<file path="config.mk">
export PLATFORM = sky130hd
export DESIGN_NAME = timer_pin_function_select
export DESIGN_NICKNAME = d
export VERILOG_FILES = /design/src/common/pin_select_pkg.sv /design/src/hw/timer_pin_function_select.sv /design/src/hw/chan_pin_mux.sv /design/src/hw/pin_driver.sv
export SDC_FILE = /design/constraint.sdc
export NUM_CORES = 1
export LEC_CHECK = 0
export ABC_AREA = 0
export BUFFER_PORTS_ARGS = -buffer_cell sky130_fd_sc_hd__buf_2
export CAP_MARGIN = 5
export CELL_PAD_IN_SITES_DETAIL_PLACEMENT = 0
export CELL_PAD_IN_SITES_GLOBAL_PLACEMENT = 2
export CORE_UTILIZATION = 29
export CTS_CLUSTER_SIZE = 8
export DETAILED_ROUTE_END_ITERATION = 8
export HOLD_SLACK_MARGIN = 0.08
export PLACE_DENSITY = 0.85
export SETUP_SLACK_MARGIN = 0.5
export SYNTH_ARGS = -nofsm -noshare
export SYNTH_HDL_FRONTEND = slang
export SYNTH_SLANG_ARGS = --single-unit
</file>
<file path="constraint.sdc">
create_clock -name clk -period 2 [get_ports clk]
set_input_delay 0.3 -clock clk [delete_from_list [all_inputs] [get_ports clk]]
set_output_delay 0.3 -clock clk [all_outputs]
set_load 0.01 [all_outputs]
</file>
<file path="src/common/pin_select_pkg.sv">
// constants and types shared by the timer pin-function selection block
package pin_select_pkg;

  // ==========================================================================
  // register byte offsets
  localparam logic [5:0] OFS_OUT_DISABLE  = 6'h00;
  localparam logic [5:0] OFS_TIMER_MODE   = 6'h04;
  localparam logic [5:0] OFS_IO_FIRST     = 6'h08;
  localparam logic [5:0] OFS_IO_SECOND    = 6'h0c;
  localparam logic [5:0] OFS_CTRL_SECOND  = 6'h10;
  localparam logic [5:0] OFS_PORT_DIR     = 6'h14;
  localparam logic [5:0] OFS_PORT_DATA    = 6'h18;
  localparam logic [5:0] OFS_SHARED_MODE  = 6'h1c;
  localparam logic [5:0] OFS_WRITE_PROT   = 6'h20;
  localparam logic [5:0] OFS_PIN_LEVEL    = 6'h24;
  localparam logic [5:0] OFS_PIN_FUNCTION = 6'h28;

  // ==========================================================================
  // field positions
  localparam int DUAL_SEL_BIT    = 7;
  localparam int PULSE_B_BIT     = 1;
  localparam int PULSE_C_BIT     = 2;
  localparam int PULSE_D_BIT     = 3;
  localparam int IO_LO_POS       = 0;
  localparam int IO_HI_POS       = 4;
  localparam int OPEN_DRAIN_BIT  = 0;
  localparam int RST_PIN_EN_BIT  = 4;
  localparam int PROT_WE_BIT     = 0;
  localparam int SHARED_PORT_BIT = 4;
  localparam int SHARED_FN_BIT   = 12;

  // ==========================================================================
  // values after reset
  localparam logic [3:0] RST_OUT_DISABLE = 4'hf;
  localparam logic [7:0] RST_TIMER_MODE  = 8'h80;
  localparam logic [6:0] RST_IO_CTRL     = 7'h00;
  localparam logic [1:0] RST_EDGE_SEL    = 2'h0;
  localparam logic [4:0] RST_PORT_DIR    = 5'h00;
  localparam logic [4:0] RST_PORT_DATA   = 5'h00;
  localparam logic [4:0] RST_SHARED_MODE = 5'h11;
  localparam logic       RST_PROT_WE     = 1'b0;

  // ==========================================================================
  // pin functions
  typedef enum logic [2:0] {
    FN_PORT    = 3'b000,
    FN_COMPARE = 3'b001,
    FN_PWM     = 3'b010,
    FN_DUAL    = 3'b011,
    FN_CAPTURE = 3'b100,
    FN_TRIGGER = 3'b101,
    FN_RESET   = 3'b110
  } pin_fn_t;

endpackage

</file>
<file path="src/hw/timer_pin_function_select.sv">
// pin-function selection for four timer channel pins and the shared reset/port pin
//
// Operation
// - channel a drives the compare waveform with disable 0, dual-pulse select 1, io top 0 and low bits 01 or 1x, and is a capture input for io top 1.
// - channel a is the external trigger input when its disable is 1, dual-pulse select is 0 and the trigger edge field is 01 or 1x.
// - channel b drives the dual-pulse waveform whenever its disable and the dual-pulse select are both 0.
// - with dual-pulse select 1, channel b drives pwm, the compare waveform or becomes a capture input by its disable, pulse select and io field.
// - channel c follows the same pwm, compare and capture selection as channel b under dual-pulse select 1.
// - channel d follows the same pwm, compare and capture selection as channel b under dual-pulse select 1.
// - out of reset the shared pin is the active-low hardware reset input.
// - the shared pin becomes a port only once software clears the reset-pin function enable.
// - port pins leave reset as inputs until software sets their direction bits.
`timescale 1ns/1ps
module timer_pin_function_select
  import pin_select_pkg::*;
(
  input  wire logic        clk,               // system clock, 40 MHz
  input  wire logic        rst,               // async reset, active high
  input  wire logic [5:0]  avs_address,       // byte address
  input  wire logic        avs_read,          // read request
  input  wire logic        avs_write,         // write request
  input  wire logic [31:0] avs_writedata,     // write data
  output logic      [31:0] avs_readdata,      // read data
  output logic             avs_waitrequest,   // stall
  input  wire logic [3:0]  chan_pin_in,       // channel pin levels a..d
  output logic      [3:0]  chan_pin_out,      // channel pin drive levels
  output logic      [3:0]  chan_pin_oe,       // channel pin enables
  input  wire logic [3:0]  compare_wave,      // timer compare waveforms a..d
  input  wire logic [3:0]  pwm_wave,          // timer pwm waveforms, bit 0 unused
  input  wire logic        dual_wave,         // timer dual-pulse waveform
  output logic      [3:0]  capture_in,        // capture inputs to timer
  output logic             external_trigger_input, // trigger input to timer
  input  wire logic        shared_pin_in,     // shared reset/port pin level
  output logic             shared_pin_out,    // shared pin drive level
  output logic             shared_pin_oe,     // shared pin enable
  output logic             hw_reset_req       // hardware reset request, pin held low
);
  // ==========================================================================
  // registers
  logic [3:0] timer_output_disable_reg;
  logic [7:0] timer_mode_reg;
  logic [6:0] io_control_reg_first;
  logic [6:0] io_control_reg_second;
  logic [1:0] trigger_edge_select;
  logic [4:0] port_dir_ff;
  logic [4:0] port_data_ff;
  logic [4:0] shared_pin_mode_reg;
  logic       reset_pin_write_protect;
  logic       waitrequest_ff;
  logic [31:0] readdata_ff;
  logic [31:0] nxt_readdata;
  logic [3:0] capture_ff;
  logic       trigger_ff;
  logic       hw_reset_req_ff;
  logic       do_write;
  logic       reset_pin_function_enable;
  logic       dual_pulse_mode_select;
  logic [3:0] pulse_sel;
  logic [2:0] io_field [4];
  pin_fn_t    fn [4];
  pin_fn_t    shared_fn;
  logic [11:0] fn_status;

  assign dual_pulse_mode_select    = timer_mode_reg[DUAL_SEL_BIT];
  assign pulse_sel                 = {timer_mode_reg[PULSE_D_BIT], timer_mode_reg[PULSE_C_BIT],
                                      timer_mode_reg[PULSE_B_BIT], 1'b0};
  assign io_field[0]               = io_control_reg_first[IO_LO_POS +: 3];
  assign io_field[1]               = io_control_reg_first[IO_HI_POS +: 3];
  assign io_field[2]               = io_control_reg_second[IO_LO_POS +: 3];
  assign io_field[3]               = io_control_reg_second[IO_HI_POS +: 3];
  assign reset_pin_function_enable = shared_pin_mode_reg[RST_PIN_EN_BIT];

  // ==========================================================================
  // bus slave: one wait cycle, request taken on the edge with waitrequest low
  assign do_write        = avs_write & ~waitrequest_ff;
  assign avs_waitrequest = waitrequest_ff;
  assign avs_readdata    = readdata_ff;

  always_ff @(posedge clk or posedge rst) begin
    if (rst) begin
      waitrequest_ff <= 1'b1;
    end else if ((avs_read | avs_write) & waitrequest_ff) begin
      waitrequest_ff <= 1'b0;
    end else begin
      waitrequest_ff <= 1'b1;
    end
  end

  always_comb begin
    nxt_readdata = 32'h0000_0000;
    if (avs_address == OFS_OUT_DISABLE) begin
      nxt_readdata[3:0] = timer_output_disable_reg;
    end else if (avs_address == OFS_TIMER_MODE) begin
      nxt_readdata[7:0] = timer_mode_reg;
    end else if (avs_address == OFS_IO_FIRST) begin
      nxt_readdata[6:0] = io_control_reg_first;
    end else if (avs_address == OFS_IO_SECOND) begin
      nxt_readdata[6:0] = io_control_reg_second;
    end else if (avs_address == OFS_CTRL_SECOND) begin
      nxt_readdata[1:0] = trigger_edge_select;
    end else if (avs_address == OFS_PORT_DIR) begin
      nxt_readdata[4:0] = port_dir_ff;
    end else if (avs_address == OFS_PORT_DATA) begin
      nxt_readdata[4:0] = port_data_ff;
    end else if (avs_address == OFS_SHARED_MODE) begin
      nxt_readdata[4:0] = shared_pin_mode_reg;
    end else if (avs_address == OFS_WRITE_PROT) begin
      nxt_readdata[PROT_WE_BIT] = reset_pin_write_protect;
    end else if (avs_address == OFS_PIN_LEVEL) begin
      nxt_readdata[4:0] = {shared_pin_in, chan_pin_in};
    end else if (avs_address == OFS_PIN_FUNCTION) begin
      nxt_readdata[11:0]          = fn_status;
      nxt_readdata[SHARED_FN_BIT] = reset_pin_function_enable;
    end
  end

  // data is set up during the wait cycle and stands at the taking edge
  always_ff @(posedge clk or posedge rst) begin
    if (rst) begin
      readdata_ff <= 32'h0000_0000;
    end else if (avs_read & waitrequest_ff) begin
      readdata_ff <= nxt_readdata;
    end
  end

  // ==========================================================================
  // timer configuration registers
  always_ff @(posedge clk or posedge rst) begin
    if (rst) begin
      timer_output_disable_reg <= RST_OUT_DISABLE;
      timer_mode_reg           <= RST_TIMER_MODE;
      io_control_reg_first     <= RST_IO_CTRL;
      io_control_reg_second    <= RST_IO_CTRL;
      trigger_edge_select      <= RST_EDGE_SEL;
    end else if (do_write) begin
      if (avs_address == OFS_OUT_DISABLE) begin
        timer_output_disable_reg <= avs_writedata[3:0];
      end else if (avs_address == OFS_TIMER_MODE) begin
        timer_mode_reg <= avs_writedata[7:0];
      end else if (avs_address == OFS_IO_FIRST) begin
        io_control_reg_first <= avs_writedata[6:0];
      end else if (avs_address == OFS_IO_SECOND) begin
        io_control_reg_second <= avs_writedata[6:0];
      end else if (avs_address == OFS_CTRL_SECOND) begin
        trigger_edge_select <= avs_writedata[1:0];
      end
    end
  end

  // ==========================================================================
  // port registers; inputs out of reset
  always_ff @(posedge clk or posedge rst) begin
    if (rst) begin
      port_dir_ff  <= RST_PORT_DIR;
      port_data_ff <= RST_PORT_DATA;
    end else if (do_write) begin
      if (avs_address == OFS_PORT_DIR) begin
        port_dir_ff <= avs_writedata[4:0];
      end else if (avs_address == OFS_PORT_DATA) begin
        port_data_ff <= avs_writedata[4:0];
      end
    end
  end

  // ==========================================================================
  // shared pin mode, guarded by its write enable
  always_ff @(posedge clk or posedge rst) begin
    if (rst) begin
      reset_pin_write_protect <= RST_PROT_WE;
    end else if (do_write && avs_address == OFS_WRITE_PROT) begin
      reset_pin_write_protect <= avs_writedata[PROT_WE_BIT];
    end
  end

  always_ff @(posedge clk or posedge rst) begin
    if (rst) begin
      shared_pin_mode_reg <= RST_SHARED_MODE;
    end else if (do_write && avs_address == OFS_SHARED_MODE && reset_pin_write_protect) begin
      // unprotected writes are dropped silently
      shared_pin_mode_reg <= {avs_writedata[RST_PIN_EN_BIT], 3'b000, avs_writedata[OPEN_DRAIN_BIT]};
    end
  end

  // ==========================================================================
  // channel function decode and pin drive
  genvar i;
  generate
    for (i = 0; i < 4; i++) begin : g_chan
      chan_pin_mux #(
        .IS_A (i == 0),
        .IS_B (i == 1)
      ) u_mux (
        .out_disable (timer_output_disable_reg[i]),
        .dual_sel    (dual_pulse_mode_select),
        .pulse_sel   (pulse_sel[i]),
        .io_field    (io_field[i]),
        .edge_sel    (trigger_edge_select),
        .fn          (fn[i])
      );
      pin_driver u_drv (
        .clk          (clk),
        .rst          (rst),
        .fn           (fn[i]),
        .compare_wave (compare_wave[i]),
        .pwm_wave     (pwm_wave[i]),
        .dual_wave    (dual_wave),
        .port_dir     (port_dir_ff[i]),
        .port_data    (port_data_ff[i]),
        .open_drain   (1'b0),
        .pin_out_ff   (chan_pin_out[i]),
        .pin_oe_ff    (chan_pin_oe[i])
      );
      assign fn_status[3*i +: 3] = fn[i];
    end
  endgenerate

  // timer inputs read zero unless the pin is selected for them
  always_ff @(posedge clk or posedge rst) begin
    if (rst) begin
      capture_ff <= 4'h0;
      trigger_ff <= 1'b0;
    end else begin
      for (int k = 0; k < 4; k++) begin
        capture_ff[k] <= (fn[k] == FN_CAPTURE) & chan_pin_in[k];
      end
      trigger_ff <= (fn[0] == FN_TRIGGER) & chan_pin_in[0];
    end
  end
  assign capture_in             = capture_ff;
  assign external_trigger_input = trigger_ff;

  // ==========================================================================
  // shared reset/port pin
  assign shared_fn = reset_pin_function_enable ? FN_RESET : FN_PORT;

  pin_driver u_shared (
    .clk          (clk),
    .rst          (rst),
    .fn           (shared_fn),
    .compare_wave (1'b0),
    .pwm_wave     (1'b0),
    .dual_wave    (1'b0),
    .port_dir     (port_dir_ff[SHARED_PORT_BIT]),
    .port_data    (port_data_ff[SHARED_PORT_BIT]),
    .open_drain   (shared_pin_mode_reg[OPEN_DRAIN_BIT]),
    .pin_out_ff   (shared_pin_out),
    .pin_oe_ff    (shared_pin_oe)
  );

  // low pin requests reset only while the reset function owns the pin
  always_ff @(posedge clk or posedge rst) begin
    if (rst) begin
      hw_reset_req_ff <= 1'b0;
    end else begin
      hw_reset_req_ff <= reset_pin_function_enable & ~shared_pin_in;
    end
  end
  assign hw_reset_req = hw_reset_req_ff;

endmodule

</file>
<file path="src/hw/chan_pin_mux.sv">
// function decode for one timer channel pin
`timescale 1ns/1ps
module chan_pin_mux
  import pin_select_pkg::*;
#(
  parameter bit IS_A = 1'b0,           // channel a: trigger input, no pulse output
  parameter bit IS_B = 1'b0            // channel b: carries the dual-pulse waveform
) (
  input  wire logic       out_disable, // channel output disable
  input  wire logic       dual_sel,    // dual-pulse mode select
  input  wire logic       pulse_sel,   // channel pulse select
  input  wire logic [2:0] io_field,    // channel io field
  input  wire logic [1:0] edge_sel,    // trigger edge select
  output pin_select_pkg::pin_fn_t fn   // decoded pin function
);
  logic io_compare;

  // low bits 01 or 1x
  assign io_compare = io_field[1] | io_field[0];

  always_comb begin
    fn = FN_PORT;
    if (IS_A) begin
      if (dual_sel) begin
        if (io_field[2]) begin
          fn = FN_CAPTURE;
        end else if (!out_disable && io_compare) begin
          fn = FN_COMPARE;
        end
      end else if (out_disable && (edge_sel[1] | edge_sel[0])) begin
        fn = FN_TRIGGER;
      end
    end else if (!dual_sel) begin
      if (IS_B && !out_disable) begin
        fn = FN_DUAL;
      end
    end else if (pulse_sel) begin
      if (!out_disable) begin
        fn = FN_PWM;
      end
    end else if (io_field[2]) begin
      fn = FN_CAPTURE;
    end else if (!out_disable && io_compare) begin
      fn = FN_COMPARE;
    end
  end
endmodule

</file>
<file path="src/hw/pin_driver.sv">
// registered output and enable for one pin, timer waveform or port latch
`timescale 1ns/1ps
module pin_driver
  import pin_select_pkg::*;
(
  input  wire logic    clk,          // system clock
  input  wire logic    rst,          // async reset, active high
  input  pin_select_pkg::pin_fn_t fn, // selected pin function
  input  wire logic    compare_wave, // output-compare waveform
  input  wire logic    pwm_wave,     // pwm waveform
  input  wire logic    dual_wave,    // dual-pulse waveform
  input  wire logic    port_dir,     // port direction, 1 = output
  input  wire logic    port_data,    // port data latch
  input  wire logic    open_drain,   // drive low only
  output logic         pin_out_ff,   // pin output level
  output logic         pin_oe_ff     // pin output enable
);
  logic nxt_pin_out;
  logic nxt_pin_oe;

  always_comb begin
    nxt_pin_out = 1'b0;
    nxt_pin_oe  = 1'b0;
    case (fn)
      FN_COMPARE: begin
        nxt_pin_out = compare_wave;
        nxt_pin_oe  = 1'b1;
      end
      FN_PWM: begin
        nxt_pin_out = pwm_wave;
        nxt_pin_oe  = 1'b1;
      end
      FN_DUAL: begin
        nxt_pin_out = dual_wave;
        nxt_pin_oe  = 1'b1;
      end
      FN_PORT: begin
        // open drain releases the pin for a high level
        nxt_pin_out = open_drain ? 1'b0 : port_data;
        nxt_pin_oe  = port_dir & ~(open_drain & port_data);
      end
      default: begin
        nxt_pin_out = 1'b0;
        nxt_pin_oe  = 1'b0;
      end
    endcase
  end

  always_ff @(posedge clk or posedge rst) begin
    if (rst) begin
      pin_out_ff <= 1'b0;
      pin_oe_ff  <= 1'b0;
    end else begin
      pin_out_ff <= nxt_pin_out;
      pin_oe_ff  <= nxt_pin_oe;
    end
  end
endmodule

</file>
==> results.cfg <==
[routing]
wl_per_cell_um = 17.03
viasPerCell = 4.851
routed_wl_um = 10660
first_pass_iters = 4
dr_wl_met2_um = 4688
dr_wl_met3_um = 693
vias = 3037
drc = 0
ant_nets = 0
drt_iter0_markers = 148
wl_met1_um = 5026
routed.top_layer = met4

[run]
max-cap-violations = 0

[critical_path]
worstPathMaxFanout = 7
rrSetupSlack_ps = 370
cp-end-kind = register
crit_required_ps = 2250
critPathArrivalTime_ps = 1890
reg2regPathDepth = 5
r2r_start = timer_mode_reg[7]$_DFFE_PP1P_
worstReg2RegEnd = avs_readdata[0]$_DFFE_PP0P_
critical_path_class = register to register
worstSetupStartpointType = register

[sta]
holdWs_ps = 71.72
rsz0062_at_grt = yes
finClkSkew_ps = 5.505
drv_slew = 0
fmax_ghz = 0.6122
period_share_pct = 81.68
finalHoldViolations = 0
setup-violations-final = 0
period_minus_slack_ps = 1634
finalSetupTns_ps = 0

[yosys]
ys_top_cells_by_count = 63 x dfrtp_1, 43 x mux2_2, 34 x nand2_1
synth_most_common_cell = dfrtp_1
ys_ff_latch = 71
synth_area_um2 = 3751
yosysTopAreaCell = dfrtp_1
syn_inst = 365
synth_cell_types = 54
synth_ff_type = dfrtp_1
synth_async_sr_flop_share_pct = 100.0
netlist_top_cells_area = dfrtp_1 42%, mux2_2 13%, dfstp_2 5.6%, buf_4 5.4%, nand2_1 3.4%
syn_area_per_cell_um2 = 10.28
seq_area_frac_synth_pct = 47.63
yosysWarnings = 0
synth-edff-count = 0
synth_top_area_share_pct = 42.03

[grt]
grt_overflow = 0
grt_use_total_pct = 17.07
grt_pass1_vias = 3010
grt_max_degree = 72
grt_pass1_wl_um = 16770
antenna_found_initial = 0

[floorplan]
die_x_um = 115.7
initial_core_util_pct = 29.72
pin_count = 105
rows = 41
die-area_um2 = 13390
core_um2 = 12620
die_h_um = 115.7

[cts]
clockRootBuffer = clkbuf_16
clkTransAtPathRegs_ps = 60
cts_tree = done
clkLatencyLatePin_ps = 330
cts_buffers = 9
cts_hold_buffers = 0
h-tree-depth = 3
cts_sinks = 71
clock_path_buffers = 2

[final_layout]
area_delta_synth_final_pct = 29.52
fin_nets = 505
insertedDiodeCount = 0
largest_reg_flops = 13
drive_above_1_share_pct = 42.95
final_cell_area_um2 = 4858
fin_cells = 626

[status]
status = complete, no violations

[pwr]
power_frac_clock_pct = 43.7
vdd_drop_max_uv = 480.3
pwr-share-seq_pct = 41.6
switchingPower_w = 0.001004
p_leak_nw = 2.285
combPwrFrac_pct = 14.7
swShare_pct = 25.17
power_density_nw_per_um2 = 820.7
p_int_w = 0.002983
finalPower_w = 0.003987

[place]
placedCellCount = 604
hpwl_um = 7819
port-buffer-count = 60
placed_cell_area_um2 = 4360
place.gp.congestion = 0.8991

[hold_path]
hp-class = input pin to async pin
==> logic make-up (layout without fill, tap and decap cells) <==
| logic type | Yosys count | count (layout) | synth area share, % |
|---|---|---|---|
| multiplexers | 47 | 47 | 13.98 |
| AO/OA/AOI/OAI | 86 | 86 | 14.81 |
| flip-flops | 71 | 71 | 47.63 |
| buffers and inverters | 50 | 121 | 7.905 |
| other | 1 | 19 | 0.09997 |
| AND/OR/NAND/NOR | 110 | 110 | 15.58 |
==> stage by stage <==
stage                     setup WS (ps)  util (%)
after floorplan                   456.4         -
after global placement            85.85     34.55
after detailed placement          123.6     34.55
after CTS                         351.2     37.88
after global routing              274.2     38.50
final                             366.4     38.50
==> routing by layer <==
metal,up-vias,GRT usage [%]
met5,-,0
met4,0,6.154
met3,21,3.661
met2,102,25.99
met1,1480,23.87
li1,1434,-
==> cell usage in the layout (no fill, tap or decap), types with 5 or more instances in the layout <==
master and instances:
buf_4 31, mux2_2 43, nor2b_1 7, conb_1 19
nand2b_1 5, o21ai_0 21, a21oi_1 21, dfrtp_1 62
inv_1 7, nor3_1 5, dfstp_2 8, nor2_1 18
buf_2 59, a31oi_1 5, nand2_1 29, nand3_1 6
nand2_2 5, clkbuf_16 9
==> power by group through the flow <==
stage | clock network, W | logic (W) | registers, W
2_1_floorplan | 0 | 0.000379 | 0.00165
3_3_place_gp | 0 | 0.000540 | 0.00167
3_5_place_dp | 0 | 0.000548 | 0.00168
4_1_cts | 0.00178 | 0.000573 | 0.00165
5_1_grt | 0.00184 | 0.000651 | 0.00167
6_report | 0.00174 | 0.000588 | 0.00166
==> area by class of cell <==
class | count | area [um2]
Inverter | 8 | 33.78
Sequential cell | 71 | 1788
Fill cell | 1280 | 7761
Clock inverter | 3 | 65.06
Clock buffer | 13 | 260.3
Multi-Input combinational cell | 262 | 1867
Tap cell | 172 | 215.2
Timing Repair Buffer | 97 | 629.4
==> timing repair <==
action	4_1_cts	5_1_grt
gates resized for setup	16	18
buffers inserted	5	1
cloned	0	0
pin swaps	3	6
setup endpoints to repair	51	30
==> worst max-delay path, stage by stage, from the launching register on <==
cell	delay [ps]
dfstp_2	600
or3b_4	410
o22ai_4	140
o21ai_1	90
a22o_1	190
a31oi_1	130
==> how the worst max path moves through the flow <==
stage / slack, ps / from / depth (start not counted) / to
finish: 370 / timer_mode_reg[7]$_DFFE_PP1P_ / 5 / avs_readdata[0]$_DFFE_PP0P_
global route: 270 / timer_mode_reg[7]$_DFFE_PP1P_ / 5 / avs_readdata[0]$_DFFE_PP0P_
CTS: 350 / timer_mode_reg[7]$_DFFE_PP1P_ / 5 / avs_readdata[0]$_DFFE_PP0P_
detailed placement: 120 / avs_address[4] / 5 / avs_readdata[4]$_DFFE_PP0P_
global placement: 90 / avs_address[4] / 5 / avs_readdata[4]$_DFFE_PP0P_
floorplan: 460 / avs_address[5] / 6 / timer_mode_reg[0]$_DFFE_PP0P_
(Power assumes the default switching activity.)
